## config.mk

```make
export PLATFORM = sky130hd
export DESIGN_NAME = mps_pin_mux
export DESIGN_NICKNAME = d
export VERILOG_FILES = /design/src/logic/mps_pkg.sv /design/src/logic/mps_pin_mux.sv /design/src/logic/mps_pin_sel.sv
export SDC_FILE = /design/constraint.sdc
export NUM_CORES = 1
export LEC_CHECK = 0
export ABC_CLOCK_PERIOD_IN_PS = 3420
export BUFFER_PORTS_ARGS = -buffer_cell sky130_fd_sc_hd__buf_2
export CORE_AREA = 2 2 75 77
export DETAILED_ROUTE_END_ITERATION = 8
export DIE_AREA = 0 0 77 79
export PLACE_DENSITY_LB_ADDON = 0.15
export SYNTH_ARGS = -nofsm -noshare
export SYNTH_HDL_FRONTEND = slang
export SYNTH_SLANG_ARGS = --single-unit
```

## constraint.sdc

```tcl
create_clock -name ref_clk_i -period 3.42 [get_ports ref_clk_i]
set_input_delay 0.342 -clock ref_clk_i [delete_from_list [all_inputs] [get_ports ref_clk_i]]
set_output_delay 0.342 -clock ref_clk_i [all_outputs]
set_load 0.05 [all_outputs]
```

## src/logic/mps_pkg.sv

```systemverilog
/*
  shared constants, types and helpers of the multiplexed pin select block.
  assumes the control and configuration bits arrive from their owning
  peripherals already reset to zero and synchronous to ref_clk_i.
*/
package mps_pkg;

  // system configuration word
  localparam int CFG_W = 8;
  localparam int CFG_HOST_MODE_BIT = 1; // host port mode, also triple code msb
  localparam int CFG_CHAN_B_BIT = 2; // triple code lsb
  localparam int CFG_PORT_B_HI_BIT = 6; // port b bits 7..5 select

  // widths of the grouped pins
  localparam int TRI_PINS = 3;
  localparam int MODE_PINS = 7;
  localparam int DATA_W = 8;
  localparam int HOST_ADDR_W = 3;

  // level a deselected function input sees; high, so the active low inputs read inactive
  localparam logic IDLE_LEVEL = 1'b1;

  // pin drive: output value and output enable (high while driving)
  typedef struct packed {
    logic o;
    logic oe;
  } mps_drv_s;

  localparam mps_drv_s DRV_OFF = '{o: 1'b0, oe: 1'b0};

  // control bits owned by timer, dma, async channel 1 and bus arbiter
  typedef struct packed {
    logic timer_out_ctrl_hi;
    logic timer_out_ctrl_lo;
    logic dest_mode_hi;
    logic source_mode_hi;
    logic serial_clock_one_disable;
    logic clear_to_send_one_enable;
    logic ext_bus_master;
  } mps_ctrl_s;

  // function sets of the three triple pins
  typedef enum logic [1:0] {
    TRI_TIMER_SERIAL,
    TRI_CHAN_B,
    TRI_HOST
  } mps_tri_e;

  // whole state of the top module
  typedef struct packed {
    logic live;
  } mps_state_s;

  localparam mps_state_s STATE_RST = '{live: 1'b0};

  // codes 00 and 10 share the default set, bit 1 written first
  function automatic mps_tri_e mps_tri_decode(input logic bit1, input logic bit2);
    mps_tri_e r;
    r = TRI_TIMER_SERIAL;
    if (bit2) begin
      r = bit1 ? TRI_HOST : TRI_CHAN_B;
    end
    return r;
  endfunction : mps_tri_decode

endpackage : mps_pkg

```

## src/logic/mps_pin_mux.sv

```systemverilog
/*
  pin function multiplexer: picks which peripheral owns each shared pin.
  assumes control bits come from their peripheral registers, reset to zero,
  and that pin inputs are synchronous to ref_clk_i.
*/
// Function
// - at reset the high address pin carries the high address bit
// - either timer output control bit set selects timer output, else address
// - internal master: chip select uses high address bit before the pin mux
// - clock zero pin defaults to clock; either mode high bit selects dma request
// - clock one pin carries transfer end zero while clock disable is set
// - receive pin carries clear to send one while its enable is set
// - receive or clear to send pin is further shared with port b bit seven
// - config bits 1 and 2 pick timer-serial, channel b or host triple set
// - at reset triple pins carry transfer end one, transmit and clock
// - config bit 1 swaps channel b and port a pins for host port signals
// - at reset the non host mode is always selected
// - config bit 6 gives port b bits 7..5 their pins, else the serial receive pair (bit 7) and async channel 1
`timescale 1ns/1ps
`default_nettype none

module mps_pin_mux (
  // clock and reset
  input wire logic ref_clk_i,
  input wire logic rst_n_i,
  // control and configuration
  input wire mps_pkg::mps_ctrl_s ctrl_i,
  input wire logic [mps_pkg::CFG_W-1:0] sys_cfg_i,
  // high address and timer
  input wire logic cpu_high_address_i,
  input wire logic timer_out_i,
  output logic cs_high_address_o,
  output mps_pkg::mps_drv_s pin_high_addr_o,
  input wire logic pin_high_addr_i,
  // serial clock zero and dma request zero
  input wire mps_pkg::mps_drv_s serial_clock_zero_i,
  output logic serial_clock_zero_o,
  output logic dma_request_zero_n_o,
  output mps_pkg::mps_drv_s pin_clk_zero_o,
  input wire logic pin_clk_zero_i,
  // serial clock one and transfer end zero
  input wire mps_pkg::mps_drv_s serial_clock_one_i,
  output logic serial_clock_one_o,
  input wire logic transfer_end_zero_n_i,
  output mps_pkg::mps_drv_s pin_clk_one_o,
  input wire logic pin_clk_one_i,
  // clocked receive, clear to send one, port b bit seven
  output logic clocked_serial_receive_o,
  output logic clear_to_send_one_n_o,
  input wire mps_pkg::mps_drv_s port_b_bit_seven_i,
  output logic port_b_bit_seven_o,
  output mps_pkg::mps_drv_s pin_rx_sel_o,
  input wire logic pin_rx_sel_i,
  // async channel 1 data and port b bits six and five
  output logic async_one_receive_o,
  input wire logic async_one_transmit_i,
  input wire mps_pkg::mps_drv_s port_b_bit_six_i,
  output logic port_b_bit_six_o,
  input wire mps_pkg::mps_drv_s port_b_bit_five_i,
  output logic port_b_bit_five_o,
  output mps_pkg::mps_drv_s pin_b_six_o,
  input wire logic pin_b_six_i,
  output mps_pkg::mps_drv_s pin_b_five_o,
  input wire logic pin_b_five_i,
  // triple pin sources
  input wire logic transfer_end_one_n_i,
  input wire logic clocked_serial_transmit_i,
  input wire mps_pkg::mps_drv_s clocked_serial_clock_i,
  output logic clocked_serial_clock_o,
  input wire logic chan_b_request_to_send_n_i,
  input wire logic chan_b_terminal_ready_req_n_i,
  input wire logic chan_b_wait_req_n_i,
  input wire logic host_receive_ready_n_i,
  input wire logic host_transmit_ready_n_i,
  input wire logic host_interrupt_i,
  output mps_pkg::mps_drv_s [mps_pkg::TRI_PINS-1:0] pin_tri_o,
  input wire logic [mps_pkg::TRI_PINS-1:0] pin_tri_i,
  // channel b side of the mode pins
  input wire logic chan_b_transmit_data_i,
  output logic chan_b_receive_data_o,
  input wire mps_pkg::mps_drv_s chan_b_tx_rx_clock_i,
  output logic chan_b_tx_rx_clock_o,
  input wire mps_pkg::mps_drv_s chan_b_rx_tx_clock_i,
  output logic chan_b_rx_tx_clock_o,
  input wire mps_pkg::mps_drv_s chan_b_sync_i,
  output logic chan_b_sync_o,
  output logic chan_b_clear_to_send_n_o,
  output logic chan_b_carrier_detect_n_o,
  // host port side of the mode pins
  input wire logic host_driver_disable_n_i,
  output logic [mps_pkg::HOST_ADDR_W-1:0] host_address_o,
  output logic host_chip_select_n_o,
  output logic host_write_strobe_n_o,
  output logic host_read_strobe_n_o,
  output mps_pkg::mps_drv_s [mps_pkg::MODE_PINS-1:0] pin_mode_o,
  input wire logic [mps_pkg::MODE_PINS-1:0] pin_mode_i,
  // port a byte and host data byte
  input wire logic [mps_pkg::DATA_W-1:0] port_a_byte_out_i,
  input wire logic [mps_pkg::DATA_W-1:0] port_a_byte_oe_i,
  output logic [mps_pkg::DATA_W-1:0] port_a_byte_o,
  input wire logic [mps_pkg::DATA_W-1:0] host_data_byte_out_i,
  input wire logic [mps_pkg::DATA_W-1:0] host_data_byte_oe_i,
  output logic [mps_pkg::DATA_W-1:0] host_data_byte_o,
  output logic [mps_pkg::DATA_W-1:0] pin_data_o,
  output logic [mps_pkg::DATA_W-1:0] pin_data_oe_o,
  input wire logic [mps_pkg::DATA_W-1:0] pin_data_i
);
  import mps_pkg::*;

  mps_state_s st;
  mps_state_s next_st;
  logic sel_tout;
  logic sel_dreq;
  logic sel_transfer_end_zero;
  logic sel_cts;
  logic sel_port_b;
  logic sel_host;
  mps_tri_e tri_sel;
  logic rx_grp_in;
  mps_drv_s [MODE_PINS-1:0] mode_a_drv;
  mps_drv_s [MODE_PINS-1:0] mode_b_drv;
  logic [MODE_PINS-1:0] mode_a_in;
  logic [MODE_PINS-1:0] mode_b_in;

  // live drops on reset so every pin falls back to its default set
  always_comb begin
    next_st = st;
    next_st.live = 1'b1;
  end

  always_ff @(posedge ref_clk_i or negedge rst_n_i) begin
    if (!rst_n_i) begin
      st <= STATE_RST;
    end else begin
      st <= next_st;
    end
  end

  // selects are combinational on the control bits, gated only by live
  assign sel_tout = st.live & (ctrl_i.timer_out_ctrl_hi | ctrl_i.timer_out_ctrl_lo);
  assign sel_dreq = st.live & (ctrl_i.dest_mode_hi | ctrl_i.source_mode_hi);
  assign sel_transfer_end_zero = st.live & ctrl_i.serial_clock_one_disable;
  assign sel_cts = st.live & ctrl_i.clear_to_send_one_enable;
  assign sel_port_b = st.live & sys_cfg_i[CFG_PORT_B_HI_BIT];
  assign sel_host = st.live & sys_cfg_i[CFG_HOST_MODE_BIT];
  assign tri_sel = st.live ? mps_tri_decode(sys_cfg_i[CFG_HOST_MODE_BIT], sys_cfg_i[CFG_CHAN_B_BIT])
                           : TRI_TIMER_SERIAL;

  // chip select never sees the timer output; an external master drives the pin
  assign cs_high_address_o = ctrl_i.ext_bus_master ? pin_high_addr_i : cpu_high_address_i;
  assign pin_high_addr_o.o = sel_tout ? timer_out_i : cpu_high_address_i;
  assign pin_high_addr_o.oe = ~ctrl_i.ext_bus_master;

  // clock zero versus dma request input
  mps_pin_sel #(.W(1), .IDLE(IDLE_LEVEL)) u_clk_zero (
    .sel_b_i(sel_dreq),
    .a_o_i(serial_clock_zero_i.o),
    .a_oe_i(serial_clock_zero_i.oe),
    .a_in_o(serial_clock_zero_o),
    .b_o_i(1'b0),
    .b_oe_i(1'b0),
    .b_in_o(dma_request_zero_n_o),
    .pin_o(pin_clk_zero_o.o),
    .pin_oe_o(pin_clk_zero_o.oe),
    .pin_i(pin_clk_zero_i)
  );

  // clock one versus transfer end zero output
  mps_pin_sel #(.W(1), .IDLE(IDLE_LEVEL)) u_clk_one (
    .sel_b_i(sel_transfer_end_zero),
    .a_o_i(serial_clock_one_i.o),
    .a_oe_i(serial_clock_one_i.oe),
    .a_in_o(serial_clock_one_o),
    .b_o_i(transfer_end_zero_n_i),
    .b_oe_i(1'b1),
    .b_in_o(),
    .pin_o(pin_clk_one_o.o),
    .pin_oe_o(pin_clk_one_o.oe),
    .pin_i(pin_clk_one_i)
  );

  // receive pin: port b bit seven outranks the serial pair
  mps_pin_sel #(.W(1), .IDLE(IDLE_LEVEL)) u_rx_sel (
    .sel_b_i(sel_port_b),
    .a_o_i(1'b0),
    .a_oe_i(1'b0),
    .a_in_o(rx_grp_in),
    .b_o_i(port_b_bit_seven_i.o),
    .b_oe_i(port_b_bit_seven_i.oe),
    .b_in_o(port_b_bit_seven_o),
    .pin_o(pin_rx_sel_o.o),
    .pin_oe_o(pin_rx_sel_o.oe),
    .pin_i(pin_rx_sel_i)
  );

  // both serial functions are inputs, so only the routing splits
  assign clocked_serial_receive_o = sel_cts ? IDLE_LEVEL : rx_grp_in;
  assign clear_to_send_one_n_o = sel_cts ? rx_grp_in : IDLE_LEVEL;

  // async channel 1 receive versus port b bit six
  mps_pin_sel #(.W(1), .IDLE(IDLE_LEVEL)) u_b_six (
    .sel_b_i(sel_port_b),
    .a_o_i(1'b0),
    .a_oe_i(1'b0),
    .a_in_o(async_one_receive_o),
    .b_o_i(port_b_bit_six_i.o),
    .b_oe_i(port_b_bit_six_i.oe),
    .b_in_o(port_b_bit_six_o),
    .pin_o(pin_b_six_o.o),
    .pin_oe_o(pin_b_six_o.oe),
    .pin_i(pin_b_six_i)
  );

  // async channel 1 transmit versus port b bit five
  mps_pin_sel #(.W(1), .IDLE(IDLE_LEVEL)) u_b_five (
    .sel_b_i(sel_port_b),
    .a_o_i(async_one_transmit_i),
    .a_oe_i(1'b1),
    .a_in_o(),
    .b_o_i(port_b_bit_five_i.o),
    .b_oe_i(port_b_bit_five_i.oe),
    .b_in_o(port_b_bit_five_o),
    .pin_o(pin_b_five_o.o),
    .pin_oe_o(pin_b_five_o.oe),
    .pin_i(pin_b_five_i)
  );

  // triple pins; only the clocked serial clock is ever an input
  always_comb begin
    pin_tri_o = '{default: DRV_OFF};
    clocked_serial_clock_o = IDLE_LEVEL;
    case (tri_sel)
      TRI_TIMER_SERIAL: begin
        pin_tri_o[0] = '{o: transfer_end_one_n_i, oe: 1'b1};
        pin_tri_o[1] = '{o: clocked_serial_transmit_i, oe: 1'b1};
        pin_tri_o[2] = clocked_serial_clock_i;
        clocked_serial_clock_o = pin_tri_i[2];
      end
      TRI_CHAN_B: begin
        pin_tri_o[0] = '{o: chan_b_request_to_send_n_i, oe: 1'b1};
        pin_tri_o[1] = '{o: chan_b_terminal_ready_req_n_i, oe: 1'b1};
        pin_tri_o[2] = '{o: chan_b_wait_req_n_i, oe: 1'b1};
      end
      TRI_HOST: begin
        pin_tri_o[0] = '{o: host_receive_ready_n_i, oe: 1'b1};
        pin_tri_o[1] = '{o: host_transmit_ready_n_i, oe: 1'b1};
        pin_tri_o[2] = '{o: host_interrupt_i, oe: 1'b1};
      end
      default: begin
        pin_tri_o = '{default: DRV_OFF};
      end
    endcase
  end

  // mode pin sources: channel b on side a, host port on side b
  assign mode_a_drv[0] = '{o: chan_b_transmit_data_i, oe: 1'b1};
  assign mode_a_drv[1] = DRV_OFF;
  assign mode_a_drv[2] = chan_b_tx_rx_clock_i;
  assign mode_a_drv[3] = chan_b_rx_tx_clock_i;
  assign mode_a_drv[4] = chan_b_sync_i;
  assign mode_a_drv[5] = DRV_OFF;
  assign mode_a_drv[6] = DRV_OFF;
  assign mode_b_drv[0] = '{o: host_driver_disable_n_i, oe: 1'b1};
  assign mode_b_drv[MODE_PINS-1:1] = '{default: DRV_OFF};

  // one selector per mode pin
  for (genvar p = 0; p < MODE_PINS; p++) begin : g_mode
    mps_pin_sel #(.W(1), .IDLE(IDLE_LEVEL)) u_mode (
      .sel_b_i(sel_host),
      .a_o_i(mode_a_drv[p].o),
      .a_oe_i(mode_a_drv[p].oe),
      .a_in_o(mode_a_in[p]),
      .b_o_i(mode_b_drv[p].o),
      .b_oe_i(mode_b_drv[p].oe),
      .b_in_o(mode_b_in[p]),
      .pin_o(pin_mode_o[p].o),
      .pin_oe_o(pin_mode_o[p].oe),
      .pin_i(pin_mode_i[p])
    );
  end

  // mode pin inputs fanned out to their owners
  assign chan_b_receive_data_o = mode_a_in[1];
  assign chan_b_tx_rx_clock_o = mode_a_in[2];
  assign chan_b_rx_tx_clock_o = mode_a_in[3];
  assign chan_b_sync_o = mode_a_in[4];
  assign chan_b_clear_to_send_n_o = mode_a_in[5];
  assign chan_b_carrier_detect_n_o = mode_a_in[6];
  assign host_address_o = {mode_b_in[3], mode_b_in[1], mode_b_in[2]}; // two, one, zero
  assign host_chip_select_n_o = mode_b_in[4];
  assign host_write_strobe_n_o = mode_b_in[5];
  assign host_read_strobe_n_o = mode_b_in[6];

  // port a byte versus host data byte
  mps_pin_sel #(.W(DATA_W), .IDLE(IDLE_LEVEL)) u_data (
    .sel_b_i(sel_host),
    .a_o_i(port_a_byte_out_i),
    .a_oe_i(port_a_byte_oe_i),
    .a_in_o(port_a_byte_o),
    .b_o_i(host_data_byte_out_i),
    .b_oe_i(host_data_byte_oe_i),
    .b_in_o(host_data_byte_o),
    .pin_o(pin_data_o),
    .pin_oe_o(pin_data_oe_o),
    .pin_i(pin_data_i)
  );
endmodule : mps_pin_mux

`default_nettype wire

```

## src/logic/mps_pin_sel.sv

```systemverilog
/*
  two-way selector of one group of shared pins between two functions.
  assumes a deselected function wants a steady idle level on its input.
*/
`timescale 1ns/1ps
`default_nettype none

module mps_pin_sel #(
  parameter int W = 1,
  parameter logic IDLE = 1'b1
) (
  // select
  input wire logic sel_b_i,
  // function a
  input wire logic [W-1:0] a_o_i,
  input wire logic [W-1:0] a_oe_i,
  output logic [W-1:0] a_in_o,
  // function b
  input wire logic [W-1:0] b_o_i,
  input wire logic [W-1:0] b_oe_i,
  output logic [W-1:0] b_in_o,
  // pin side
  output logic [W-1:0] pin_o,
  output logic [W-1:0] pin_oe_o,
  input wire logic [W-1:0] pin_i
);

  // one mux per bit; purely combinational so a new select acts at once
  for (genvar g = 0; g < W; g++) begin : g_bit
    assign pin_o[g] = sel_b_i ? b_o_i[g] : a_o_i[g];
    assign pin_oe_o[g] = sel_b_i ? b_oe_i[g] : a_oe_i[g];
    assign a_in_o[g] = sel_b_i ? IDLE : pin_i[g];
    assign b_in_o[g] = sel_b_i ? pin_i[g] : IDLE;
  end

endmodule : mps_pin_sel

`default_nettype wire

```

==> metrics.md, run 1 <==
| Metric | Value |
|---|---|
| Status | completed |
| Horiz. Die Dim | between 70 and 80 um |
| Synthesis-stage register bit count | 1 |
| Setup-failing EPs final | 0 |
| Die Y | slightly below 80 um |
| Routed Antenna Nets | 0 |
| Slew Limit Fails | 0 |
| FF+latch area | about 25 um2 |
| Crit end category | primary output |
| Syn. warnings | 0 |
| Initial DRT Pass Iterations | 4 |
| RSZ-0062 raised after global routing | false |
| WL per Instance | roughly 10 um |
| Worst setup margin | ~1.2 ns |
| Synth area leader | mux2_4 |
| Buffers on Ports | 174 |
| # IOs | 192 |
| TNS Setup | 0 ns |
| Via Count | approximately 1,400 |
| CP startpoint | st |
| Regs by FF count | st: 1 flops |
| WL final | about 3600 um |
| Initial antenna violation count | 0 |
| Hold Path Class | in2async |
| Crit path launch type | flip-flop |
| Worst path arrival time | about 1.9 ns |
| Area share of the largest cell type after synthesis | between 20% and 30% |
| Vias per cell | between 3 and 4 |
| Top post-synthesis cells by count | 29 x buf_4, 19 x nand2b_1, 19 x or2_2, 16 x mux2_4, 8 x and2_1 |
| Worst-margin pin slew | between 0.5 and 0.6 ns |
| Total power | between 0.4 and 0.5 mW |
| Max Clk Rate | between 400 and 500 MHz |
| Tcrit/Tclk final | about 64% |
| Max Cap Violations | 0 |
| Postcts setup bufs | 0 |
| Peak VDD IR | approximately 0.10 mV |
| Rows | 27 |
| Library cells used by synthesis | 23 |
| Mapped Cells | between 100 and 150 |
| Final core occ | 33.26% |
| Largest register by flop count | st |
| Layout cells sized above 1 | about four fifths |
| Placed insts | between 300 and 400 |
| Slew HR | between 60% and 70% |
| CP max FO | 29 |
| Drt drc | 0 |
| Final Net Count | ~380 |
| Largest net degree at the start of global routing | 30 |
| Place WS | between 1 and 1.5 ns |
| HPWL after DPL | approximately 3300 um |
| Placer congestion estimate | roughly 0.70 |
| Congestion Overflow GR | 0 |
| CTS clk-pin slew, worst paths | 0 ns |
| Most common cell in the netlist | buf_4 |
| Die area | around 6100 um2 |
| Avg Cell Area, Syn | between 7 and 8 um2 |
| Initial Utilization | 19.34% |
| Hold Violations, Final | 0 |
| Power Density | roughly 240 nW/um2 |
| Final Critical Period | around 2.2 ns |
| Dominant cells by area after synthesis | mux2_4 23%, buf_4 21%, nand2b_1 12% |
| First-pass GRT wire length | 5161 um |
| Synthesized area | ~1000 um2 |
| Antenna diodes | 0 |
| Number of synthesized flops with an enable pin | 0 |
| Cts repair resizes | 0 |
| Primary FF master, synth | dfrtp_1 |
| CP Class | reg2out |
| Initial DRC count | 11 |
| Hold_buf cts | 0 |
| Async S/R FF share, synth | 100.0% |
| P&R area growth vs syn | 72.00% |
| Multi-input gate area | ~770 um2 |
| GRT Resource Usage Total | between 10 and 15% |
| Sequential fraction of the synthesis area | roughly 2.4% |
| Max reg flops | 1 |
| Final instance count without filler cells | around 350 |
| CP required | ~3.1 ns |
| Leak | roughly 1.1 nW |
| Placeable core area | around 5300 um2 |
| Vias in the first global route | between 1,000 and 1,500 |
| Fill cells | between 500 and 600 |
where the power goes:
| group | internal [mW] | leakage, nW | switching, mW |
|---|---|---|---|
| clock | 0 | 0 | 0 |
| sequential | 0.0126 | 0.0117 | 0.00304 |
| combinational | 0.125 | 1.05 | 0.288 |
| total | 0.138 | 1.06 | 0.291 |
per-layer routing:
metal  global-route usage [%]  up-vias  share of wire (%)
li1                         -      677                  -
met5                        0        -                  0
met3                    2.045        0                 12
met4                        0        0                  0
met2                    22.19      103                 54
met1                    9.883      572                 34
layout by cell type (no fill, tap or decap):
cell,instances
mux2i_1,3
nand2_2,1
nand2b_1,19
mux2_2,5
mux2_4,16
a21o_1,2
buf_2,174
nand2_1,2
buf_12,1
and3_1,4
inv_1,1
a31oi_1,3
and2_1,8
dfrtp_1,1
a21oi_1,3
nand4bb_1,1
conb_1,10
o21ai_0,3
or2_2,19
final cells by class:
class,instances,area share [%]
Inverter,1,0.2114
Multi-Input combinational cell,99,43.13
Sequential cell,1,1.409
Tap cell,72,5.074
Timing Repair Buffer,175,50.18
critical path, cell delays in order, from the launching register on:
cell and delay (ns):
dfrtp_1 0.67, nand2_2 0.37, buf_12 0.29, mux2_4 0.30
buf_2 0.21
logic make-up (layout without fill, tap and decap cells):
logic type	Yosys count	in the layout	share of synthesized area, %
buf+inv	38	176	26.30
other cells	2	10	0.7275
mux	24	24	31.64
simple gates	54	54	32.73
flops	1	1	2.424
compound gates	11	11	6.181
worst max-delay path by stage:
stage	cells past startpoint	to	slack, ns
finish	4	pin_data_oe_o[6]	1.23
global route	4	pin_data_o[6]	1.05
detailed placement	4	pin_data_oe_o[2]	1.21
CTS	4	pin_data_oe_o[2]	1.21
global placement	4	pin_data_oe_o[0]	1.22
floorplan	4	pin_tri_o[1]	1.55
per-stage QoR:
| stage | instance area (um2) | hold slack [ns] |
|---|---|---|
| floorplan | 1062 | 0.04641 |
| global placement | 1775 | 0.1171 |
| detailed placement | 1775 | 0.1192 |
| CTS | 1775 | 0.1192 |
| global route | 1775 | 0.1224 |
| finish | 1775 | 0.1187 |
(Power assumes the default switching activity.)
==> inputs of run 2 (changes only) <==
--- a/config.mk
+++ b/config.mk
@@ -5,7 +5,7 @@
 export SDC_FILE = /design/constraint.sdc
 export NUM_CORES = 1
 export LEC_CHECK = 0
-export ABC_CLOCK_PERIOD_IN_PS = 3420
+export ABC_CLOCK_PERIOD_IN_PS = 2300
 export BUFFER_PORTS_ARGS = -buffer_cell sky130_fd_sc_hd__buf_2
 export CORE_AREA = 2 2 75 77
 export DETAILED_ROUTE_END_ITERATION = 8
==> constraint.sdc (replaced) <==
create_clock -name ref_clk_i -period 2.3 [get_ports ref_clk_i]
set_input_delay 0.23 -clock ref_clk_i [delete_from_list [all_inputs] [get_ports ref_clk_i]]
set_output_delay 0.23 -clock ref_clk_i [all_outputs]
set_load 0.05 [all_outputs]
==> run 2 against run 1 <==
- final cell count is 0.29% higher
- first-iteration DRC count up 45%
- flip-flop and latch count unchanged
- cell area is 0.42% higher
- die area stayed put
- utilization rose by 0.14 points
- wire length down 0.11%
- sequential power up 24%
- global-route usage hardly changed
- largest cell class unchanged
==> metrics.md, run 2 (synthesis results as in run 1) <==
| Metric | Value |
|---|---|
| Status | completed |
| Die Y | about 79 um |
| Power Density | between 300 and 400 nW/um2 |
| Regs by FF count | st: 1 flops |
| CP Class | in2out |
| GRT Resource Usage Total | slightly above 10% |
| First-pass GRT wire length | between 5000 and 6000 um |
| Initial DRC count | 16 |
| Drt drc | 0 |
| Peak VDD IR | 0.1267 mV |
| Initial Utilization | 19.34% |
| Hold Path Class | in2async |
| Slew Limit Fails | 0 |
| Tcrit/Tclk final | 66.74% |
| Crit end category | primary output |
| Cts repair resizes | 0 |
| Initial antenna violation count | 0 |
| Fin area | approximately 1800 um2 |
| Commonest cells after routing, fill and taps aside | 174 x buf_2, 19 x nand2b_1, 19 x or2_2, 16 x mux2_4, 10 x conb_1 |
| Placement-stage cell area | 1783 um2 |
| Vias in the first global route | about 1,200 |
| # IOs | 192 |
| Hold_buf cts | 0 |
| WL per Instance | roughly 10 um |
| WL final | roughly 3600 um |
| Initial DRT Pass Iterations | 3 |
| Antenna diodes | 0 |
| P&R area growth vs syn | 72.73% |
| Die area | a little over 6000 um2 |
| CTS clk-pin slew, worst paths | 0 ns |
| RSZ-0062 raised after global routing | false |
| Max Clk Rate | ~650 MHz |
| Rows | 27 |
| Crit path launch type | input pin |
| Hold Violations, Final | 0 |
| Most common cell after layout, fill and taps aside | buf_2 |
| Placer congestion estimate | 0.6846 |
| CP max FO | 51 |
| Leak | about 1.1 nW |
| TNS Setup | 0 ns |
| Vias per cell | ~3.8 |
| Horiz. Die Dim | roughly 77 um |
| Via Count | ~1,300 |
| Layout cells sized above 1 | between 70% and 80% |
| CP required | between 2 and 2.5 ns |
| Max Cap Violations | 0 |
| Placed insts | around 350 |
| Congestion Overflow GR | 0 |
| Final Net Count | about 380 |
| Buffers on Ports | 174 |
| Routed Antenna Nets | 0 |
| Largest register by flop count | st |
| Max reg flops | 1 |
| Setup-failing EPs final | 0 |
| Largest net degree at the start of global routing | 52 |
| Placeable core area | about 5300 um2 |
| Final Critical Period | between 1.5 and 2 ns |
| Worst path arrival time | 1.31 ns |
| Final instance count without filler cells | between 300 and 400 |
| HPWL after DPL | around 3200 um |
| Postcts setup bufs | 0 |
run 2: cell count changes in the layout (fill, tap and decap cells not counted):
cell and change:
buf_4 +1
run 2: worst paths after layout:
| path | startpoint | to | depth (start not counted) |
|---|---|---|---|
| setup / recovery | sys_cfg_i[1] | pin_data_oe_o[2] | 5 |
| hold / removal | rst_n_i | st | 1 |
| max in group asynchronous | rst_n_i | st | 1 |
| min in group ref_clk_i | ctrl_i[0] | pin_high_addr_o[0] | 3 |
run 2: power breakdown:
group | internal [mW] | switching [mW] | leakage [nW]
logic | 0.187 | 0.432 | 1.06
clock network | 0 | 0 | 0
registers | 0.0188 | 0.000568 | 0.0117
total | 0.206 | 0.432 | 1.07
run 2: critical path: stages:
cell and delay, ns:
buf_2 0.14, nand2_2 0.09, buf_12 0.23, mux2_2 0.38, buf_2 0.22
run 2: area by class of cell:
class	count	area, um2
Sequential cell	1	25.02
Inverter	1	3.754
Tap cell	72	90.09
Timing Repair Buffer	176	898.4
Fill cell	606	3555
Multi-Input combinational cell	99	765.7
run 2: layer usage:
metal  GRT usage [%]  vias to the layer above  wire [um]
li1                -                      682          -
met1           9.403                      545       1151
met2           22.28                      103       1904
met3           2.955                        0        519
met4               0                        0          0
met5               0                        -          0
run 2: through the flow:
step	utilization, %	worst slack (ns)	power [mW]	hold slack [ns]
after floorplan	-	0.5412	0.5185	-0.06559
after global placement	33.40	0.7424	0.6431	0.005446
after detailed placement	33.40	0.7354	0.6439	0.007737
after CTS	33.40	0.7337	0.6447	0.007737
after global routing	33.40	0.6896	0.6721	0.008698
final	33.40	0.7650	0.6385	0.006353
==> inputs of run 3 (changes only) <==
--- a/config.mk
+++ b/config.mk
@@ -5,7 +5,8 @@
 export SDC_FILE = /design/constraint.sdc
 export NUM_CORES = 1
 export LEC_CHECK = 0
-export ABC_CLOCK_PERIOD_IN_PS = 2300
+export ABC_AREA = 1
+export ABC_CLOCK_PERIOD_IN_PS = 1600
 export BUFFER_PORTS_ARGS = -buffer_cell sky130_fd_sc_hd__buf_2
 export CORE_AREA = 2 2 75 77
 export DETAILED_ROUTE_END_ITERATION = 8
==> constraint.sdc (replaced) <==
create_clock -name ref_clk_i -period 1.6 [get_ports ref_clk_i]
set_input_delay 0.16 -clock ref_clk_i [delete_from_list [all_inputs] [get_ports ref_clk_i]]
set_output_delay 0.16 -clock ref_clk_i [all_outputs]
set_load 0.05 [all_outputs]
==> run 3 against run 2 <==
- area after synthesis decreased by 3.3%
- die area is the same
- synthesized cell count grew 66%
- global-route usage rose by 0.81 points
- via count rose by 22%
- combinational power rose by 43%
- worst hold slack better by 0.48 ns
- final cell count is 26% higher
- flip-flop and latch count is the same
- critical endpoint is now pin_data_o[4]
- highest routed layer unchanged
==> metrics.md, run 3 <==
| Metric | Value |
|---|---|
| Placeable core area | between 5000 and 6000 um2 |
| Routed Antenna Nets | 0 |
| Cell mode on critical path | nand2_1 |
| Via Count | ~1,600 |
| Synth Area in Compound Gates | 0.5013% |
| Initial antenna violation count | 0 |
| Avg Cell Area, Syn | about 4.6 um2 |
| Top post-synthesis cells by count | 107 x nand2_1, 39 x inv_1, 31 x buf_4, 12 x nor2_1, 7 x nand4_1 |
| Synthesized area | ~1000 um2 |
| Buffers on Ports | approximately 170 |
| Syn. warnings | 0 |
| P&R area growth vs syn | 76.32% |
| Layout cells sized above 1 | ~49% |
| Crit path cell chain | nand2_2 > inv_4 > nand2_1 > nand2_1 > buf_2 |
| Regs by FF count | st: 1 flops |
| Slowest cell on crit path | dfrtp_1 |
| Vias in the first global route | 1,439 |
| Cts repair resizes | 0 |
| CP required | ~1.4 ns |
| Most common cell in the netlist | nand2_1 |
| Critical path buffer and inverter count | 2 |
| Status | completed |
| Horiz. Die Dim | ~77 um |
| TNS Setup | 0 ns |
| Final Net Count | approximately 470 |
| GRT Resource Usage Total | approximately 11% |
| Library cells used by synthesis | 15 |
| Number of synthesized flops with an enable pin | 0 |
| Setup-failing EPs final | 0 |
| Vias per cell | ~3.7 |
| Initial Utilization | 18.71% |
| WL per Instance | 8.600 um |
| Sequential fraction of the synthesis area | around 2.5% |
| Worst path arrival time | 1.20 ns |
| HPWL after DPL | 3213 um |
| Leak | roughly 1.3 nW |
| Hold Violations, Final | 0 |
| Die area | just over 6000 um2 |
| Largest family of logic cells by synthesized area | simple AND/OR/NAND/NOR gates |
| Area share of fa/ha/maj cells after synthesis | 0% |
| CP max FO | 37 |
| Crit path launch type | flip-flop |
| Initial DRC count | 23 |
| Mapped Cells | 216 |
| CP startpoint | st |
| Largest register by flop count | st |
| WL final | about 3800 um |
| Min Hold Slack | between 0.4 and 0.5 ns |
| Tcrit/Tclk final | a little over four fifths |
| First-pass GRT wire length | ~5700 um |
| Max Cap Violations | 0 |
| Max Clk Rate | ~740 MHz |
| Area share of the largest cell type after synthesis | between 40 and 50% |
| Synthesis-stage register bit count | 1 |
| RSZ-0062 raised after global routing | false |
| Postcts setup bufs | 0 |
| Placer congestion estimate | 0.7021 |
| Antenna diodes | 0 |
| Slew Limit Fails | 0 |
| # IOs | 192 |
| Simple-gate share of the synthesized area | 54.01% |
| Most common cell after layout, fill and taps aside | buf_2 |
| Max reg flops | 1 |
| Drt drc | 0 |
| CP Class | reg2out |
| Die Y | around 80 um |
| Dominant cells by area after synthesis | nand2_1 40%, buf_4 23%, inv_1 15% |
| Final Critical Period | about 1.4 ns |
| Crit end category | primary output |
| Slowest stage delay, CP | about 0.37 ns |
| Initial DRT Pass Iterations | 4 |
| Primary FF master, synth | dfrtp_1 |
| Rows | 27 |
| Synth area leader | nand2_1 |
| Synth Area in XOR/XNOR | 0% |
| Crit path max-delay family | buffers and inverters |
| Largest net degree at the start of global routing | 38 |
| Power Density | 518.1 nW/um2 |
| Hold Path Class | in2async |
| Async S/R FF share, synth | 100.0% |
| CTS clk-pin slew, worst paths | 0 ns |
| Post-synthesis mux area share | 0% |
| Commonest cells after routing, fill and taps aside | 174 x buf_2, 107 x nand2_1, 39 x inv_1, 12 x nor2_1, 10 x conb_1 |
| Peak VDD IR | 0.2295 mV |
| Congestion Overflow GR | 0 |
-- run 3: cell types whose count changed after synthesis, sizes merged, moves of 7 or more --
cell	before	now
nand4	0	7
or2	19	2
and2	8	0
inv	1	40
mux2	21	0
nand2	3	108
nand2b	19	0
nor2	0	12
-- run 3: logic make-up (layout without fill, tap and decap cells) --
logic type,Yosys count,after routing
AOI/OAI and AO/OA,1,1
DFF,1,1
buffers and inverters,77,219
other,2,10
and+or+nand+nor,135,135
-- run 3: stage by stage --
step | instances | util, % | worst slack [ns] | total power, mW | cell area, um2
final | 438 | 32.98 | 0.2446 | 0.9121 | 1760
after global routing | 438 | 32.98 | 0.08563 | 0.9693 | 1760
after CTS | 438 | 32.98 | 0.2227 | 0.9187 | 1760
after detailed placement | 437 | 32.79 | 0.2300 | 0.9156 | 1750
after global placement | 437 | 32.79 | 0.2378 | 0.9150 | 1750
after floorplan | 224 | - | 0.2908 | 0.7233 | 1028
-- run 3: what timing repair did --
item / 4_1_cts / 5_1_grt
hold buffers: 1 / 0
endpoints found under the setup margin: 0 / 0
endpoints found under the hold margin: 1 / 0
-- run 3: per-layer routing --
metal / up-vias / routed length [um] / part of all wire, % / GRT usage, %
met5: - / 0 / 0 / 0
met4: 0 / 0 / 0 / 0
li1: 883 / - / - / -
met2: 104 / 2016 / 54 / 25.53
met1: 640 / 1303 / 35 / 9.733
met3: 0 / 447 / 12 / 2.045
-- run 3: area by class of cell --
cell class                 instances  area [um2]
fill                             623        3577
inverter                          40       152.6
multi-input combinational        146       581.8
sequential                         1       25.02
tap                               72       90.09
timing repair buffer             179       910.9
-- run 3: path summary, 6_finish.rpt --
check	end	slack, ns	depth (start not counted)
setup / recovery	pin_data_o[4]	0.24	5
max in group asynchronous	st	1.03	2
min in group ref_clk_i	pin_high_addr_o[0]	0.65	3
hold / removal	st	0.49	2
-- run 3: report_power, final --
group | switching (mW) | internal, mW | leakage [nW]
clock | 0 | 0 | 0
sequential | 0.00145 | 0.0271 | 0.0117
combinational | 0.663 | 0.220 | 1.27
total | 0.665 | 0.247 | 1.28
